**src/hdl/pdm_consts.svh**
```systemverilog
`ifndef PDM_CONSTS_SVH
`define PDM_CONSTS_SVH
// Register offsets on the plain register port.
`define OFS_STANDBY_MAIN 4'h0
`define OFS_STOP_B 4'h1
`define OFS_STOP_C 4'h2
`define OFS_STOP_D 4'h3
`define OFS_WDOG_CTRL 4'h4
`define OFS_WDOG_COUNT 4'h5
`define OFS_STATUS 4'h6
// Field positions.
`define BIT_STANDBY_SELECT_BIT_SEL 7
`define BIT_PIN_REFLECT 3
`define BIT_TIMER_GATE 4
`define BIT_SP2_GATE 2
`define BIT_SP1_GATE 1
`define BIT_SP0_GATE 0
`define BIT_HOST_GATE 4
`define BIT_RED_GATE 0
`define BIT_WD_ENABLE 7
`define BIT_DEBUG_GATE 7
`define BIT_BRK_GATE 6
`define BIT_CACHE_GATE 2
`define BIT_UMEM_GATE 1
// Watchdog clock divide select field.
`define WD_DIV_HI 2
`define WD_DIV_LO 0
// Zero fill above the status fields.
`define STATUS_PAD 5'h00
// Writable masks; reserved bits read as zero.
`define MASK_MAIN 8'h88
`define MASK_B 8'hc6
`define MASK_C 8'h17
`define MASK_D 8'h11
`define MASK_WD_CTRL 8'h87
// Reset values.
`define RST_REG 8'h00
// Watchdog counter value that starts a forced standby.
`define WD_TRIP 8'h80
// IRQ detect selection meaning low-level detection.
`define IRQ_LOW_LEVEL 2'b00
`endif

```
**src/hdl/pdm_pkg.sv**
```systemverilog
package pdm_pkg;
	// Power mode of the chip.
	typedef enum logic [1:0] {
		run = 2'b00,
		sleep = 2'b01,
		settle = 2'b11,
		standby = 2'b10
	} power_state_e;
	// Gated peripheral clock enables.
	typedef struct packed {
		logic timer;
		logic serial2;
		logic serial1;
		logic serial0;
		logic host;
		logic redundancy;
		logic debug;
		logic brk;
		logic cache;
		logic umem;
	} clock_enables_s;
	// Wake sources from the interrupt side.
	typedef struct packed {
		logic nmi;
		logic debug_irq;
		logic irq;
		logic periph_irq;
		logic [3:0] irq_level;
		logic [3:0] periph_level;
		logic [1:0] irq_detect_sel;
	} wake_s;
endpackage : pdm_pkg

```
**src/hdl/pdm_sync.sv**
```systemverilog
`timescale 1ns/1ps
// Two-flop synchroniser for a level from outside the clock domain.
module pdm_sync
(
	input wire logic clk,
	input wire logic rst,
	input wire logic ce,
	input wire logic d,
	output logic q
);
	// First stage is read only by the second stage.
	logic meta;
	// Both stages hold while the clock enable is low.
	always_ff @(posedge clk or posedge rst)
	begin
		if (rst)
		begin
			meta <= 1'b0;
			q <= 1'b0;
		end
		else if (ce)
		begin
			meta <= d;
			q <= meta;
		end
	end
endmodule : pdm_sync

```
**src/hdl/pdm_wdog.sv**
```systemverilog
`timescale 1ns/1ps
`include "pdm_consts.svh"
// Settling counter used to time the return from standby.
module pdm_wdog
#(
	parameter int WIDTH = 8
)
(
	input wire logic clk,
	input wire logic rst,
	input wire logic ce,
	input wire logic run,
	input wire logic [2:0] divide_sel,
	input wire logic load,
	input wire logic [WIDTH-1:0] load_value,
	output logic [WIDTH-1:0] count,
	output logic trip
);
	// Prescaler that divides the clock as the divide select asks.
	logic [7:0] prescale;
	// Tick when the prescaler reaches its selected power of two.
	logic tick;
	always_comb
	begin
		tick = (prescale & ((8'h01 << divide_sel) - 8'h01)) == 8'h00;
	end
	// Prescaler free-runs while counting, so settling time grows with the select.
	always_ff @(posedge clk or posedge rst)
	begin
		if (rst)
			prescale <= 8'h00;
		else if (ce)
			prescale <= run ? prescale + 8'h01 : 8'h00;
	end
	// Counter loads from software and counts up on each tick.
	always_ff @(posedge clk or posedge rst)
	begin
		if (rst)
			count <= '0;
		else if (ce)
		begin
			if (load)
				count <= load_value;
			else if (run && tick)
				count <= count + WIDTH'(1);
		end
	end
	// The trip pulses on the tick that carries the counter from 7f up to its top bit.
	assign trip = run && tick && (count == WIDTH'(`WD_TRIP) - WIDTH'(1));
endmodule : pdm_wdog

```
**src/hdl/power_down_mode_control.sv**
```systemverilog
`timescale 1ns/1ps
`include "pdm_consts.svh"
// Behaviour
// - Bit 4 stop-C gates compare-match timer clock.
// - Stop-C bits 2..0 gate serial ports.
// - Stop-D bit 4 gates host port clock.
// - Stop-D bit 0 gates redundancy clock.
// - Reserved module-stop bits read as zero.
// - Halt with select clear enters sleep.
// - Accepted interrupts end sleep, start exception.
// - Masked IRQ or peripheral interrupt cannot wake sleep.
// - Power-on or debug reset ends sleep.
// - Halt with select set enters standby.
// - Standby entry initialises timer registers.
// - NMI or IRQ wakes standby after delay.
// - Select left set re-enters locked standby.
// - Low-level IRQ detect cannot release standby.
// - Masked IRQ resumes after halt, else exception.
// - Power-on reset ends standby; clock output runs.
// - Module-stop set cuts peripheral clock.
// - Module standby ends on clear or reset.
// - Standby select is bit 7, resets zero.
module power_down_mode_control
(
	input wire logic clk,
	input wire logic rst,
	input wire logic ce,
	input wire logic [3:0] addr,
	input wire logic [7:0] wdata,
	input wire logic wr,
	input wire logic rd,
	output logic [7:0] rdata,
	input wire logic halt_exec,
	input wire pdm_pkg::wake_s wake,
	input wire logic irq_pin_match,
	input wire logic [3:0] mask_level,
	input wire logic debug_reset,
	output pdm_pkg::clock_enables_s clk_en,
	output logic cpu_run,
	output logic take_exception,
	output logic resume_after_halt,
	output logic timer_init,
	output logic clock_out_en,
	output logic locked_standby
);
	import pdm_pkg::*;

	// Software-visible control registers.
	logic [7:0] standby_control_main;
	logic [7:0] module_stop_control_b;
	logic [7:0] module_stop_control_c;
	logic [7:0] module_stop_control_d;
	logic [7:0] watchdog_control_status;
	// Power mode state and its next value.
	power_state_e state;
	power_state_e next_state;
	// Synchronised IRQ pin match, which comes from an outside pin.
	logic irq_match_s;
	// Watchdog counter state and trip event.
	logic [7:0] watchdog_counter;
	logic wd_trip;
	// Watchdog load strobe from the register port.
	logic wd_load;
	// Qualified wake conditions.
	logic sleep_wake;
	logic standby_wake;
	logic irq_standby_ok;
	// Standby select bit as a named view.
	logic standby_select_bit;
	// Watchdog run condition, kept apart so the instance reads one net.
	logic wd_run;
	// Set on the return from standby; keeps the counter going while select stays set.
	logic post_wake;

	// Mask a write so that reserved bits always hold zero.
	function automatic logic [7:0] masked(input logic [7:0] v, input logic [7:0] m);
		masked = v & m;
	endfunction : masked

	// An interrupt is accepted only above the mask level.
	function automatic logic accepted(input logic req, input logic [3:0] lvl,
		input logic [3:0] msk);
		accepted = req && (lvl > msk);
	endfunction : accepted

	assign standby_select_bit = standby_control_main[`BIT_STANDBY_SELECT_BIT_SEL];
	assign wd_load = wr && (addr == `OFS_WDOG_COUNT);

	// The IRQ pin level crosses into the clock domain before use.
	pdm_sync u_irq_sync
	(
		.clk(clk),
		.rst(rst),
		.ce(ce),
		.d(irq_pin_match),
		.q(irq_match_s)
	);

	// The counter runs while settling, and in normal running while select is set and
	// either the enable bit is on or the chip has just come back from standby.
	// The second case arms the forced standby when the handler forgets select.
	always_comb
	begin
		wd_run = (state == settle)
			|| (state == run && standby_select_bit
			&& (watchdog_control_status[`BIT_WD_ENABLE] || post_wake));
	end

	// Watchdog counts only while settling or while standby select stays set.
	pdm_wdog #(.WIDTH(8)) u_wdog
	(
		.clk(clk),
		.rst(rst),
		.ce(ce),
		.run(wd_run),
		.divide_sel(watchdog_control_status[`WD_DIV_HI:`WD_DIV_LO]),
		.load(wd_load),
		.load_value(wdata),
		.count(watchdog_counter),
		.trip(wd_trip)
	);

	// Standby main register; select resets to zero.
	always_ff @(posedge clk or posedge rst)
	begin
		if (rst)
			standby_control_main <= `RST_REG;
		else if (ce && wr && addr == `OFS_STANDBY_MAIN)
			standby_control_main <= masked(wdata, `MASK_MAIN);
	end

	// Module-stop registers; cleared by power-on reset only.
	always_ff @(posedge clk or posedge rst)
	begin
		if (rst)
		begin
			module_stop_control_b <= `RST_REG;
			module_stop_control_c <= `RST_REG;
			module_stop_control_d <= `RST_REG;
		end
		else if (ce && wr)
		begin
			// Writes of zero end module standby for that peripheral.
			case (addr)
				`OFS_STOP_B: module_stop_control_b <= masked(wdata, `MASK_B);
				`OFS_STOP_C: module_stop_control_c <= masked(wdata, `MASK_C);
				`OFS_STOP_D: module_stop_control_d <= masked(wdata, `MASK_D);
				default: ;
			endcase
		end
	end

	// Watchdog control; software must stop and zero it before standby.
	always_ff @(posedge clk or posedge rst)
	begin
		if (rst)
			watchdog_control_status <= `RST_REG;
		else if (ce && wr && addr == `OFS_WDOG_CTRL)
			watchdog_control_status <= masked(wdata, `MASK_WD_CTRL);
	end

	// Wake qualification for sleep: NMI, debug, and unmasked interrupts.
	always_comb
	begin
		sleep_wake = wake.nmi || wake.debug_irq
			|| accepted(wake.irq, wake.irq_level, mask_level)
			|| accepted(wake.periph_irq, wake.periph_level, mask_level);
	end

	// Wake qualification for standby: NMI, or IRQ with edge detect matching.
	always_comb
	begin
		irq_standby_ok = wake.irq && irq_match_s
			&& (wake.irq_detect_sel != `IRQ_LOW_LEVEL);
		standby_wake = !locked_standby && (wake.nmi || irq_standby_ok);
	end

	// Next-state logic for the power mode machine.
	always_comb
	begin
		next_state = state;
		unique case (state)
			run:
			begin
				// Halt picks sleep or standby from the select bit.
				if (halt_exec)
					next_state = standby_select_bit ? standby : sleep;
				else if (standby_select_bit && wd_trip)
					next_state = standby;
			end
			sleep:
			begin
				// Debug reset or accepted interrupt leaves sleep.
				if (debug_reset || sleep_wake)
					next_state = run;
			end
			standby:
			begin
				// Clocks come back while the settling delay runs.
				if (standby_wake)
					next_state = settle;
			end
			settle:
			begin
				// Leave standby only when the programmed delay expires.
				if (wd_trip)
					next_state = run;
			end
		endcase
	end

	// Power mode register; power-on reset ends every mode.
	always_ff @(posedge clk or posedge rst)
	begin
		if (rst)
			state <= run;
		else if (ce)
			state <= next_state;
	end

	// Post-wake flag: set as settling ends, cleared once select is cleared or on a new halt.
	// A set in the same cycle as a clear wins, so a wake is never lost.
	always_ff @(posedge clk or posedge rst)
	begin
		if (rst)
			post_wake <= 1'b0;
		else if (ce)
		begin
			if (state == settle && wd_trip)
				post_wake <= 1'b1;
			else if (!standby_select_bit || halt_exec)
				post_wake <= 1'b0;
		end
	end

	// Locked standby: a trip with select still set can only end by reset.
	// Nothing but the power-on reset clears it, as the wake paths are shut off.
	always_ff @(posedge clk or posedge rst)
	begin
		if (rst)
			locked_standby <= 1'b0;
		else if (ce && state == run && standby_select_bit && wd_trip && !halt_exec)
			locked_standby <= 1'b1;
	end

	// Exception and resume outputs for the CPU, one cycle on wake.
	always_ff @(posedge clk or posedge rst)
	begin
		if (rst)
		begin
			take_exception <= 1'b0;
			resume_after_halt <= 1'b0;
		end
		else if (ce)
		begin
			take_exception <= 1'b0;
			resume_after_halt <= 1'b0;
			if (state == sleep && !debug_reset && sleep_wake)
				take_exception <= 1'b1;
			else if (state == settle && wd_trip)
			begin
				// Masked IRQ without NMI resumes after the halt opcode.
				if (!wake.nmi && !accepted(wake.irq, wake.irq_level, mask_level))
					resume_after_halt <= 1'b1;
				else
					take_exception <= 1'b1;
			end
		end
	end

	// Timer registers are initialised on standby entry.
	// The pulse rises on the same edge as the mode change and lasts one cycle.
	always_ff @(posedge clk or posedge rst)
	begin
		if (rst)
			timer_init <= 1'b0;
		else if (ce)
			timer_init <= (state != standby) && (next_state == standby);
	end

	// Clock enables: stop bits gate each peripheral, standby stops all.
	// They follow next_state so that gating switches on the very edge the mode does.
	always_ff @(posedge clk or posedge rst)
	begin
		if (rst)
		begin
			clk_en <= '1;
			cpu_run <= 1'b1;
			clock_out_en <= 1'b1;
		end
		else if (ce)
		begin
			cpu_run <= (next_state == run);
			clock_out_en <= (next_state != standby);
			clk_en.timer <= !module_stop_control_c[`BIT_TIMER_GATE]
				&& next_state != standby;
			clk_en.serial2 <= !module_stop_control_c[`BIT_SP2_GATE]
				&& next_state != standby;
			clk_en.serial1 <= !module_stop_control_c[`BIT_SP1_GATE]
				&& next_state != standby;
			clk_en.serial0 <= !module_stop_control_c[`BIT_SP0_GATE]
				&& next_state != standby;
			clk_en.host <= !module_stop_control_d[`BIT_HOST_GATE]
				&& next_state != standby;
			clk_en.redundancy <= !module_stop_control_d[`BIT_RED_GATE]
				&& next_state != standby;
			// Stop register B gates debug, break, cache and local memory.
			clk_en.debug <= !module_stop_control_b[`BIT_DEBUG_GATE]
				&& next_state != standby;
			clk_en.brk <= !module_stop_control_b[`BIT_BRK_GATE]
				&& next_state != standby;
			clk_en.cache <= !module_stop_control_b[`BIT_CACHE_GATE]
				&& next_state != standby;
			clk_en.umem <= !module_stop_control_b[`BIT_UMEM_GATE]
				&& next_state != standby;
		end
	end

	// Read data one cycle after the read strobe; unmapped reads give zero.
	always_ff @(posedge clk or posedge rst)
	begin
		if (rst)
			rdata <= `RST_REG;
		else if (ce)
		begin
			rdata <= `RST_REG;
			if (rd)
			begin
				case (addr)
					`OFS_STANDBY_MAIN: rdata <= standby_control_main;
					`OFS_STOP_B: rdata <= module_stop_control_b;
					`OFS_STOP_C: rdata <= module_stop_control_c;
					`OFS_STOP_D: rdata <= module_stop_control_d;
					`OFS_WDOG_CTRL: rdata <= watchdog_control_status;
					`OFS_WDOG_COUNT: rdata <= watchdog_counter;
					`OFS_STATUS: rdata <= {`STATUS_PAD, locked_standby, state};
					default: rdata <= `RST_REG;
				endcase
			end
		end
	end
endmodule : power_down_mode_control

```
**config.mk**
```make
export PLATFORM = sky130hd
export DESIGN_NAME = power_down_mode_control
export DESIGN_NICKNAME = d
export VERILOG_FILES = /design/src/hdl/pdm_pkg.sv /design/src/hdl/pdm_sync.sv /design/src/hdl/pdm_wdog.sv /design/src/hdl/power_down_mode_control.sv
export VERILOG_INCLUDE_DIRS = /design/src /design/src/hdl
export SDC_FILE = /design/constraint.sdc
export NUM_CORES = 1
export LEC_CHECK = 0
export ABC_CLOCK_PERIOD_IN_PS = 5000
export BUFFER_PORTS_ARGS = -buffer_cell sky130_fd_sc_hd__buf_2
export CORE_AREA = 4 4 103 105
export CTS_CLUSTER_DIAMETER = 40
export DETAILED_ROUTE_END_ITERATION = 12
export DIE_AREA = 0 0 107 109
export SYNTH_ARGS = -nofsm -noshare
export SYNTH_HDL_FRONTEND = slang
export SYNTH_SLANG_ARGS = --single-unit
```
**constraint.sdc**
```tcl
create_clock -name clk -period 5 [get_ports clk]
set_input_delay 0.5 -clock clk [delete_from_list [all_inputs] [get_ports clk]]
set_output_delay 0.5 -clock clk [all_outputs]
set_load 0.1 [all_outputs]
```
==> impl_metrics.tcl, run 1 <==
set metrics [dict create \
    run_status "complete, no violations" \
    ys_seq_area_frac 0.457 \
    drv_slew 0 \
    core_area_sq_um 9640 \
    timing.rr.start "watchdog_control_status[1]" \
    fin_ws_ns 2.14 \
    clkSinkCount 60 \
    syn-cell-area_sq_um 3320 \
    ir_drop_mv 0.167 \
    dpl.hpwl_mm 6.04 \
    yosysUniqueCellTypes 52 \
    setup_tns_ns 0 \
    cts_tree "done" \
    critPathKind "flip-flop to flip-flop" \
    yosys.area_share.simple 0.145 \
    max_slew_margin 0.426 \
    ant_nets 0 \
    first_pass_iters 4 \
    ys_top_cells_by_area "dfrtp_1 (36%), dfstp_2 (9.5%), mux2_2 (7.8%)" \
    cts_buffers 9 \
    antenna_found_initial 0 \
    grt_pass1_wl_mm 13.4 \
    synth_cells 337 \
    synth_warnings 0 \
    ctsResizeCount 0 \
    crit_chain "or3_4, ha_1, nand2_1, a21oi_1, o21ai_0, nand4_1, a41oi_2, a21boi_2, o22ai_1" \
    synth_ff_type "dfrtp_1" \
    clockBufferDepth 2 \
    fin_crit_ns 2.86 \
    avgSynthCellArea_sq_um 9.84 \
    rsz0062_at_grt "false" \
    synth_top_cells_by_count "dfrtp_1 (48), inv_1 (33), nand2_1 (25), a21oi_1 (24), mux2_2 (23)" \
    hold_buffers 0 \
    place.gp.congestion 0.785 \
    worst_pin_slew_ns 0.853 \
    p_total_uw 1970 \
    setup_violations 0 \
    insertion_delay_ns 0.35 \
    endpoint_kind "flip-flop" \
    antenna_cells 0 \
    cts_setup_buffers 0 \
    worst_r2r_endpoint "clk_en[6]" \
    synth_xor_area_frac 0.00792 \
    synth_top_area_frac 0.362 \
    rrSetupSlack_ns 2.14 \
    startpoint_type "flip-flop" \
    rows 36 \
    wl_per_cell_um 15.2 \
    root_buffer "clkbuf_8" \
    fillerInstances 979 \
    clkTransAtPathRegs_ns 0.08 \
    vias 2704 \
    synth_compound_gate_area_share 0.184 \
    whs_ns 0.351 \
    fin_worst_skew_ns 0.0102 \
    synth_edf_count 0 \
    grt-ovfl-total 0 \
    crit_fanout 11 \
    nNetsFinal 446 \
    dp_slack_ns 2.13 \
    drc 0 \
    max-cap-violations 0 \
    area_delta_synth_final_pct 19.9 \
    r2r_cells 9 \
    min_path_type "input pin to asynchronous set/reset pin" \
    die_y_um 109 \
    synth.most_common_cell "dfrtp_1" \
    portBuffers 61 \
    die_w_um 107 \
    cp_num_cells 9 \
    yosysTopAreaCell "dfrtp_1" \
    grt_use_total 0.146 \
    cp.required_ns 5.24 \
    powerDensity_nw_per_um2 495 \
    routed_wl_mm 8.15 \
    arrival_ns 3.10 \
    die_area_sq_um 11700 \
    io_pins 62 \
    worst_path_largest_cell_delay_ns 0.49 \
    async_flop_share 1.00 \
    cpLargestDelayFamily "compound AO/OA/AOI/OAI gates" \
    grt_max_degree 61 \
    synth_top_family_by_area "compound AO/OA/AOI/OAI gates" \
    cp_num_buf_inv 0 \
    drt_iter0_markers 192 \
    start_util 0.344 \
    drive_gt1_frac 0.313 \
    muxShareOfSynthArea 0.103 \
    vias_per_cell 5.05 \
    period_share 0.571 \
    grt_pass1_vias 2657 \
    p_leak_uw 0.00185 \
    hold_viol_final 0 \
    ys_ff_latch 60 \
    yosys.area_share.adder 0.0415 \
    max_freq_mhz 350 \
    htreeDepth 3 \
    syn_nets 386 \
    cp_slowest_cell "dfrtp_1" \
]
routing by layer:
layer / up-vias / wire (um) / track usage
met5: - / 0 / 0
met4: 0 / 92 / 0.0603
met3: 5 / 385 / 0.0332
met2: 54 / 3830 / 0.225
met1: 1309 / 3840 / 0.199
li1: 1336 / - / -
cell usage in the layout, fill, tap and decap left out, types with 6 or more instances in the layout:
master / Yosys / layout
o21ai_0: 11 / 11
a21oi_1: 24 / 24
ha_1: 11 / 11
inv_1: 33 / 32
nand2_1: 25 / 25
dfstp_2: 12 / 12
nand2b_1: 6 / 6
dfrtp_1: 48 / 48
nand3_1: 12 / 12
mux2_2: 23 / 23
clkbuf_8: 0 / 9
o22ai_1: 21 / 21
mux2i_1: 6 / 6
nor2b_1: 7 / 7
buf_2: 2 / 61
nor2_1: 15 / 15
report_power, final:
part	leakage [uW]	switching [uW]	internal (uW)	total [uW]
sequential	0.000742	114	618	731
clock	0.000120	210	334	544
combinational	0.000984	487	207	694
total	0.00185	811	1160	1970
tightest hold or removal path, cell delays in order:
cell	delay (ns)
buf_2	0.10
inv_2	0.03
buf_4	0.58
area by class of cell:
type / count / area, sq um / share of cell area
multi-input cells: 229 / 1600 / 0.401
flip-flops and latches: 60 / 1520 / 0.381
repair buffers: 64 / 328 / 0.0824
well taps: 133 / 166 / 0.0418
clock buffers: 9 / 124 / 0.0311
clock inverters: 7 / 124 / 0.0311
inverters: 33 / 124 / 0.0311
per-stage QoR:
stage / utilization / instance area (sq um) / instances
3_5_place_dp: 0.386 / 3720 / 518
2_1_floorplan: - / 3320 / 337
6_report: 0.413 / 3980 / 535
4_1_cts: 0.412 / 3970 / 534
3_3_place_gp: 0.386 / 3720 / 518
5_1_grt: 0.413 / 3980 / 535
how the worst max path moves through the flow:
stage / startpoint / endpoint / slack (ns)
after floorplan: watchdog_control_status[1] / clk_en[2] / 2.59
after global routing: watchdog_control_status[1] / clk_en[8] / 1.79
after global placement: addr[2] / u_wdog.count[0] / 2.28
after detailed placement: watchdog_control_status[7] / clk_en[2] / 2.13
final: watchdog_control_status[1] / clk_en[6] / 2.14
after CTS: watchdog_control_status[7] / clk_en[6] / 2.12
cell families (layout without fill, tap and decap cells):
family | count (synthesis) | in the layout
buffers and inverters | 48 | 113
multiplexers | 30 | 30
adder cells (fa/ha/maj) | 11 | 11
AND/OR/NAND/NOR | 93 | 93
XOR/XNOR | 3 | 3
flip-flops | 60 | 60
AO/OA/AOI/OAI | 92 | 92
registers in the layout (all words and copies together) (netlist names):
signal and cells:
locked_standby 1, module_stop_control_d 2, timer_init 1, post_wake 1, rdata 8, take_exception 1
u_wdog.prescale 7, u_irq_sync.q 1, u_irq_sync.meta 1, watchdog_control_status 4, resume_after_halt 1, clock_out_en 1
state 2, module_stop_control_b 4, standby_control_main 2, module_stop_control_c 4, clk_en 10, u_wdog.count 8
cpu_run 1
(Power assumes the default switching activity.)
==> run 2, diff against run 1 <==
--- a/config.mk
+++ b/config.mk
@@ -6,7 +6,7 @@
 export SDC_FILE = /design/constraint.sdc
 export NUM_CORES = 1
 export LEC_CHECK = 0
-export ABC_CLOCK_PERIOD_IN_PS = 5000
+export ABC_CLOCK_PERIOD_IN_PS = 3000
 export BUFFER_PORTS_ARGS = -buffer_cell sky130_fd_sc_hd__buf_2
 export CORE_AREA = 4 4 103 105
 export CTS_CLUSTER_DIAMETER = 40
==> constraint.sdc (replaced) <==
create_clock -name clk -period 3 [get_ports clk]
set_input_delay 0.3 -clock clk [delete_from_list [all_inputs] [get_ports clk]]
set_output_delay 0.3 -clock clk [all_outputs]
set_load 0.1 [all_outputs]
==> impl_metrics.tcl, run 2 (synthesis results as in run 1) <==
set metrics [dict create \
    run_status "complete, no violations" \
    fin_ws_ns 0.319 \
    area_delta_synth_final_pct 20.4 \
    clkTransAtPathRegs_ns 0.07 \
    setup_tns_ns 0 \
    drc 0 \
    drive_gt1_frac 0.317 \
    grt-ovfl-total 0 \
    drv_slew 0 \
    portBuffers 61 \
    dpl.hpwl_mm 6.22 \
    dp_slack_ns 0.217 \
    cts_buffers 9 \
    fin_crit_ns 2.68 \
    arrival_ns 2.93 \
    cpLargestDelayFamily "compound AO/OA/AOI/OAI gates" \
    htreeDepth 3 \
    crit_fanout 11 \
    rows 36 \
    ir_drop_mv 0.353 \
    root_buffer "clkbuf_8" \
    clkSinkCount 60 \
    vias_per_cell 5.00 \
    max_slew_margin 0.365 \
    setup_violations 0 \
    powerDensity_nw_per_um2 797 \
    antenna_cells 0 \
    min_path_type "input pin to flip-flop" \
    p_leak_uw 0.00187 \
    final_cell_mix "buf_2 (61), dfrtp_1 (48), inv_1 (32), nand2_1 (25), a21oi_1 (24)" \
    first_pass_iters 4 \
    wl_per_cell_um 15.3 \
    top_register "clk_en" \
    crit_chain "or3_4, ha_1, o211a_1, o21ai_0, nand4_1, a41oi_2, a21boi_4, o22ai_1" \
    critical_path.endpoint "clk_en[6]" \
    worst_r2r_endpoint "clk_en[6]" \
    core_area_sq_um 9640 \
    clockBufferDepth 2 \
    layout_commonest_cell "buf_2" \
    rrSetupSlack_ns 0.32 \
    cts_setup_buffers 0 \
    grt_use_total 0.147 \
    r2r_cells 8 \
    cp-startpoint "watchdog_control_status[1]" \
    insertion_delay_ns 0.34 \
    critPathKind "flip-flop to flip-flop" \
    die_area_sq_um 11700 \
    startpoint_type "flip-flop" \
    rsz0062_at_grt "false" \
    vias 2702 \
    grt_max_degree 25 \
    die_y_um 109 \
    die_w_um 107 \
    drt_iter0_markers 110 \
    cp_slowest_cell "dfrtp_1" \
    cp_num_buf_inv 0 \
    worst_pin_slew_ns 0.943 \
    max-cap-violations 0 \
    period_share 0.894 \
    hold_viol_final 0 \
    cp.required_ns 3.25 \
    ant_nets 0 \
    antenna_found_initial 0 \
    place_area_sq_um 3760 \
    grt_pass1_vias 2695 \
    grt_pass1_wl_mm 13.6 \
    design_area_sq_um 3990 \
    cp_num_cells 8 \
    fin_worst_skew_ns 0.00470 \
    endpoint_kind "flip-flop" \
    routed_wl_mm 8.26 \
    fin_util 0.414 \
    place.gp.congestion 0.805 \
    largest_reg_flops 10 \
    io_pins 62 \
    worst_path_largest_cell_delay_ns 0.47 \
    nNetsFinal 451 \
    hold-path-cell-count 2 \
    reg_top3 "clk_en: 10 flops, rdata: 8 flops, u_wdog.count: 8 flops" \
    start_util 0.344 \
    timing.rr.start "watchdog_control_status[1]" \
    max_freq_mhz 373 \
    cts_tree "done" \
]
==> run 2: changes by cell type in the layout (fill, tap and decap cells not counted) <==
cell / change
clkbuf_4: -1
clkinv_2: +3
clkbuf_1: +1
a21boi_4: +1
inv_6: -1
clkinvlp_4: -1
buf_4: +5
clkbuf_8: +1
dlygate4sd3_1: +1
bufinv_16: -1
clkinv_4: -2
a21boi_2: -1
==> run 2: timing repair <==
item	CTS	global route
gates resized for setup	0	1
endpoints found under the setup margin	0	11
hold buffers	1	0
hold endpoints to repair	12	0
==> run 2: worst min path at each step <==
stage / start / end / slack [ns]
floorplan: module_stop_control_c[0] / clk_en[6] / 0.40
global placement: rst / module_stop_control_b[2] / 0.28
detailed placement: rst / module_stop_control_d[0] / 0.29
CTS: irq_pin_match / u_irq_sync.meta / 0.19
global route: irq_pin_match / u_irq_sync.meta / 0.20
finish: irq_pin_match / u_irq_sync.meta / 0.20
==> run 2: metrics by stage <==
stage | hold WS, ns | std cells | total power, uW
4_1_cts | 0.193 | 540 | 3200
3_3_place_gp | 0.284 | 523 | 2360
3_5_place_dp | 0.286 | 523 | 2390
6_report | 0.195 | 540 | 3180
2_1_floorplan | 0.401 | 337 | 2170
5_1_grt | 0.204 | 540 | 3370
==> run 2: cell type report <==
cell class	count	area (sq um)
Fill cell	969	5650
Multi-Input combinational cell	229	1600
Sequential cell	60	1520
Timing Repair Buffer	69	368
Tap cell	133	166
Clock buffer	11	141
Inverter	33	124
Clock inverter	5	75.1
==> run 2: report_power, final <==
group	switching (uW)	total, uW	internal, uW
sequential	193	1220	1030
combinational	809	1160	351
clock	313	799	486
==> run 2: worst register-to-register path, stage by stage, from the launching register on <==
cell and delay, ns:
dfrtp_1 0.47, or3_4 0.40, ha_1 0.25, o211a_1 0.14
o21ai_0 0.29, nand4_1 0.24, a41oi_2 0.29, a21boi_4 0.38
o22ai_1 0.14
==> run 2: layer usage <==
| metal | vias up | GRT usage | share of wire |
|---|---|---|---|
| met4 | 0 | 0.0447 | 0.017 |
| li1 | 1338 | - | - |
| met2 | 53 | 0.230 | 0.47 |
| met5 | - | 0 | 0 |
| met3 | 12 | 0.0261 | 0.031 |
| met1 | 1299 | 0.208 | 0.49 |
==> run 3, diff against run 2 <==
--- a/config.mk
+++ b/config.mk
@@ -12,6 +12,9 @@
 export CTS_CLUSTER_DIAMETER = 40
 export DETAILED_ROUTE_END_ITERATION = 12
 export DIE_AREA = 0 0 107 109
+export PLACE_DENSITY = 0.53
+export RECOVER_POWER = 25
+export SKIP_LAST_GASP = 1
 export SYNTH_ARGS = -nofsm -noshare
 export SYNTH_HDL_FRONTEND = slang
 export SYNTH_SLANG_ARGS = --single-unit
==> impl_metrics.tcl, run 3 (synthesis results as in run 1) <==
set metrics [dict create \
    routed_wl_mm 8.40 \
    portBuffers 61 \
    max_freq_mhz 378 \
    ant_nets 0 \
    fin_crit_ns 2.65 \
    nNetsFinal 450 \
    worst_pin_slew_ns 1.55 \
    start_util 0.344 \
    fin_util 0.410 \
    cts_setup_buffers 0 \
    arrival_ns 2.90 \
    core_area_sq_um 9640 \
    ctsResizeCount 0 \
    run_status "finished, violations left" \
    crit_fanout 11 \
    top_register "clk_en" \
    layout_commonest_cell "buf_2" \
    antenna_cells 0 \
    grt_use_total 0.148 \
    startpoint_type "flip-flop" \
    vias_per_cell 5.04 \
    min_path_type "input pin to asynchronous set/reset pin" \
    cp.required_ns 3.25 \
    die_y_um 109 \
    largest_reg_flops 10 \
    htreeDepth 3 \
    rows 36 \
    rsz0062_at_grt "false" \
    grt_pass1_wl_mm 13.5 \
    fillerInstances 1001 \
    io_pins 62 \
    grt-ovfl-total 0 \
    cts_buffers 9 \
    wl_per_cell_um 15.6 \
    max-cap-violations 1 \
    area_delta_synth_final_pct 19.0 \
    place_area_sq_um 3770 \
    p_total_uw 3020 \
    die_w_um 107 \
    reg_top3 "clk_en: 10 flops, rdata: 8 flops, u_wdog.count: 8 flops" \
    antenna_found_initial 0 \
    fin_cells 539 \
    grt_max_degree 35 \
    clockBufferDepth 2 \
    insertion_delay_ns 0.34 \
    setup_tns_ns 0 \
    root_buffer "clkbuf_8" \
    ir_drop_mv 0.304 \
    critPathKind "flip-flop to flip-flop" \
    clkSinkCount 60 \
    max_slew_margin -0.0335 \
    design_area_sq_um 3950 \
    violations "max-capacitance violations, max-slew violations" \
    fin_worst_skew_ns 0.0104 \
    drc 0 \
    cts_tree "done" \
    drive_gt1_frac 0.315 \
    setup_violations 0 \
    p_leak_uw 0.00185 \
    die_area_sq_um 11700 \
    place.gp.congestion 0.859 \
    hold_buffers 0 \
    placed_cells 523 \
    powerDensity_nw_per_um2 766 \
    vias 2716 \
    period_share 0.882 \
    first_pass_iters 4 \
    endpoint_kind "flip-flop" \
    grt_pass1_vias 2620 \
    drt_iter0_markers 154 \
    drv_slew 35 \
    clkTransAtPathRegs_ns 0.08 \
    final_cell_mix "buf_2 (61), dfrtp_1 (48), inv_1 (33), nand2_1 (25), a21oi_1 (24)" \
    hold_viol_final 0 \
    dpl.hpwl_mm 6.36 \
]
run 3: area by class of cell:
| class | count | area (sq um) | share of cell area |
|---|---|---|---|
| clock buffers | 9 | 124 | 0.0314 |
| clock inverters | 7 | 52.6 | 0.0133 |
| inverters | 33 | 124 | 0.0314 |
| multi-input cells | 229 | 1600 | 0.406 |
| flip-flops and latches | 60 | 1520 | 0.384 |
| well taps | 133 | 166 | 0.0421 |
| repair buffers | 68 | 363 | 0.0919 |
run 3: worst max-delay path, stage by stage, from the launching register on:
cell and delay (ns):
dfrtp_1 0.47, or3_4 0.40, ha_1 0.25, o211a_1 0.13, o21ai_0 0.28, nand4_1 0.24
a41oi_2 0.30, a21boi_4 0.36, o22ai_1 0.14
run 3: where the power goes:
part	leakage (uW)	switching, uW	total [uW]	internal (uW)
clock	0.0000896	344	647	303
sequential	0.000742	190	1220	1030
combinational	0.00102	807	1160	350
run 3: worst paths after layout:
| path | from | end | slack [ns] | depth (start not counted) |
|---|---|---|---|---|
| max | watchdog_control_status[1] | clk_en[6] | 0.35 | 8 |
| min | rst | rdata[3] | 0.18 | 2 |
| max reg2reg | watchdog_control_status[1] | clk_en[6] | 0.35 | 8 |
| min reg2reg | module_stop_control_c[4] | clk_en[9] | 0.45 | 1 |
| max in group asynchronous | rst | watchdog_control_status[1] | 0.73 | 3 |
| min in group clk | irq_pin_match | u_irq_sync.meta | 0.20 | 2 |
run 3: through the flow:
stage                     hold WS [ns]  worst slack, ns
final                            0.178            0.353
after global routing             0.210            0.106
after CTS                       0.0252            0.207
after detailed placement         0.405            0.216
after global placement           0.395            0.326
after floorplan                  0.401            0.587
run 3: layer usage:
layer	vias up	routed length (um)	part of all wire	GRT usage
met4	0	78	0.0093	0.0429
met5	-	0	0	0
met1	1308	4110	0.49	0.209
met2	56	3880	0.46	0.229
met3	5	333	0.040	0.0343
li1	1347	-	-	-
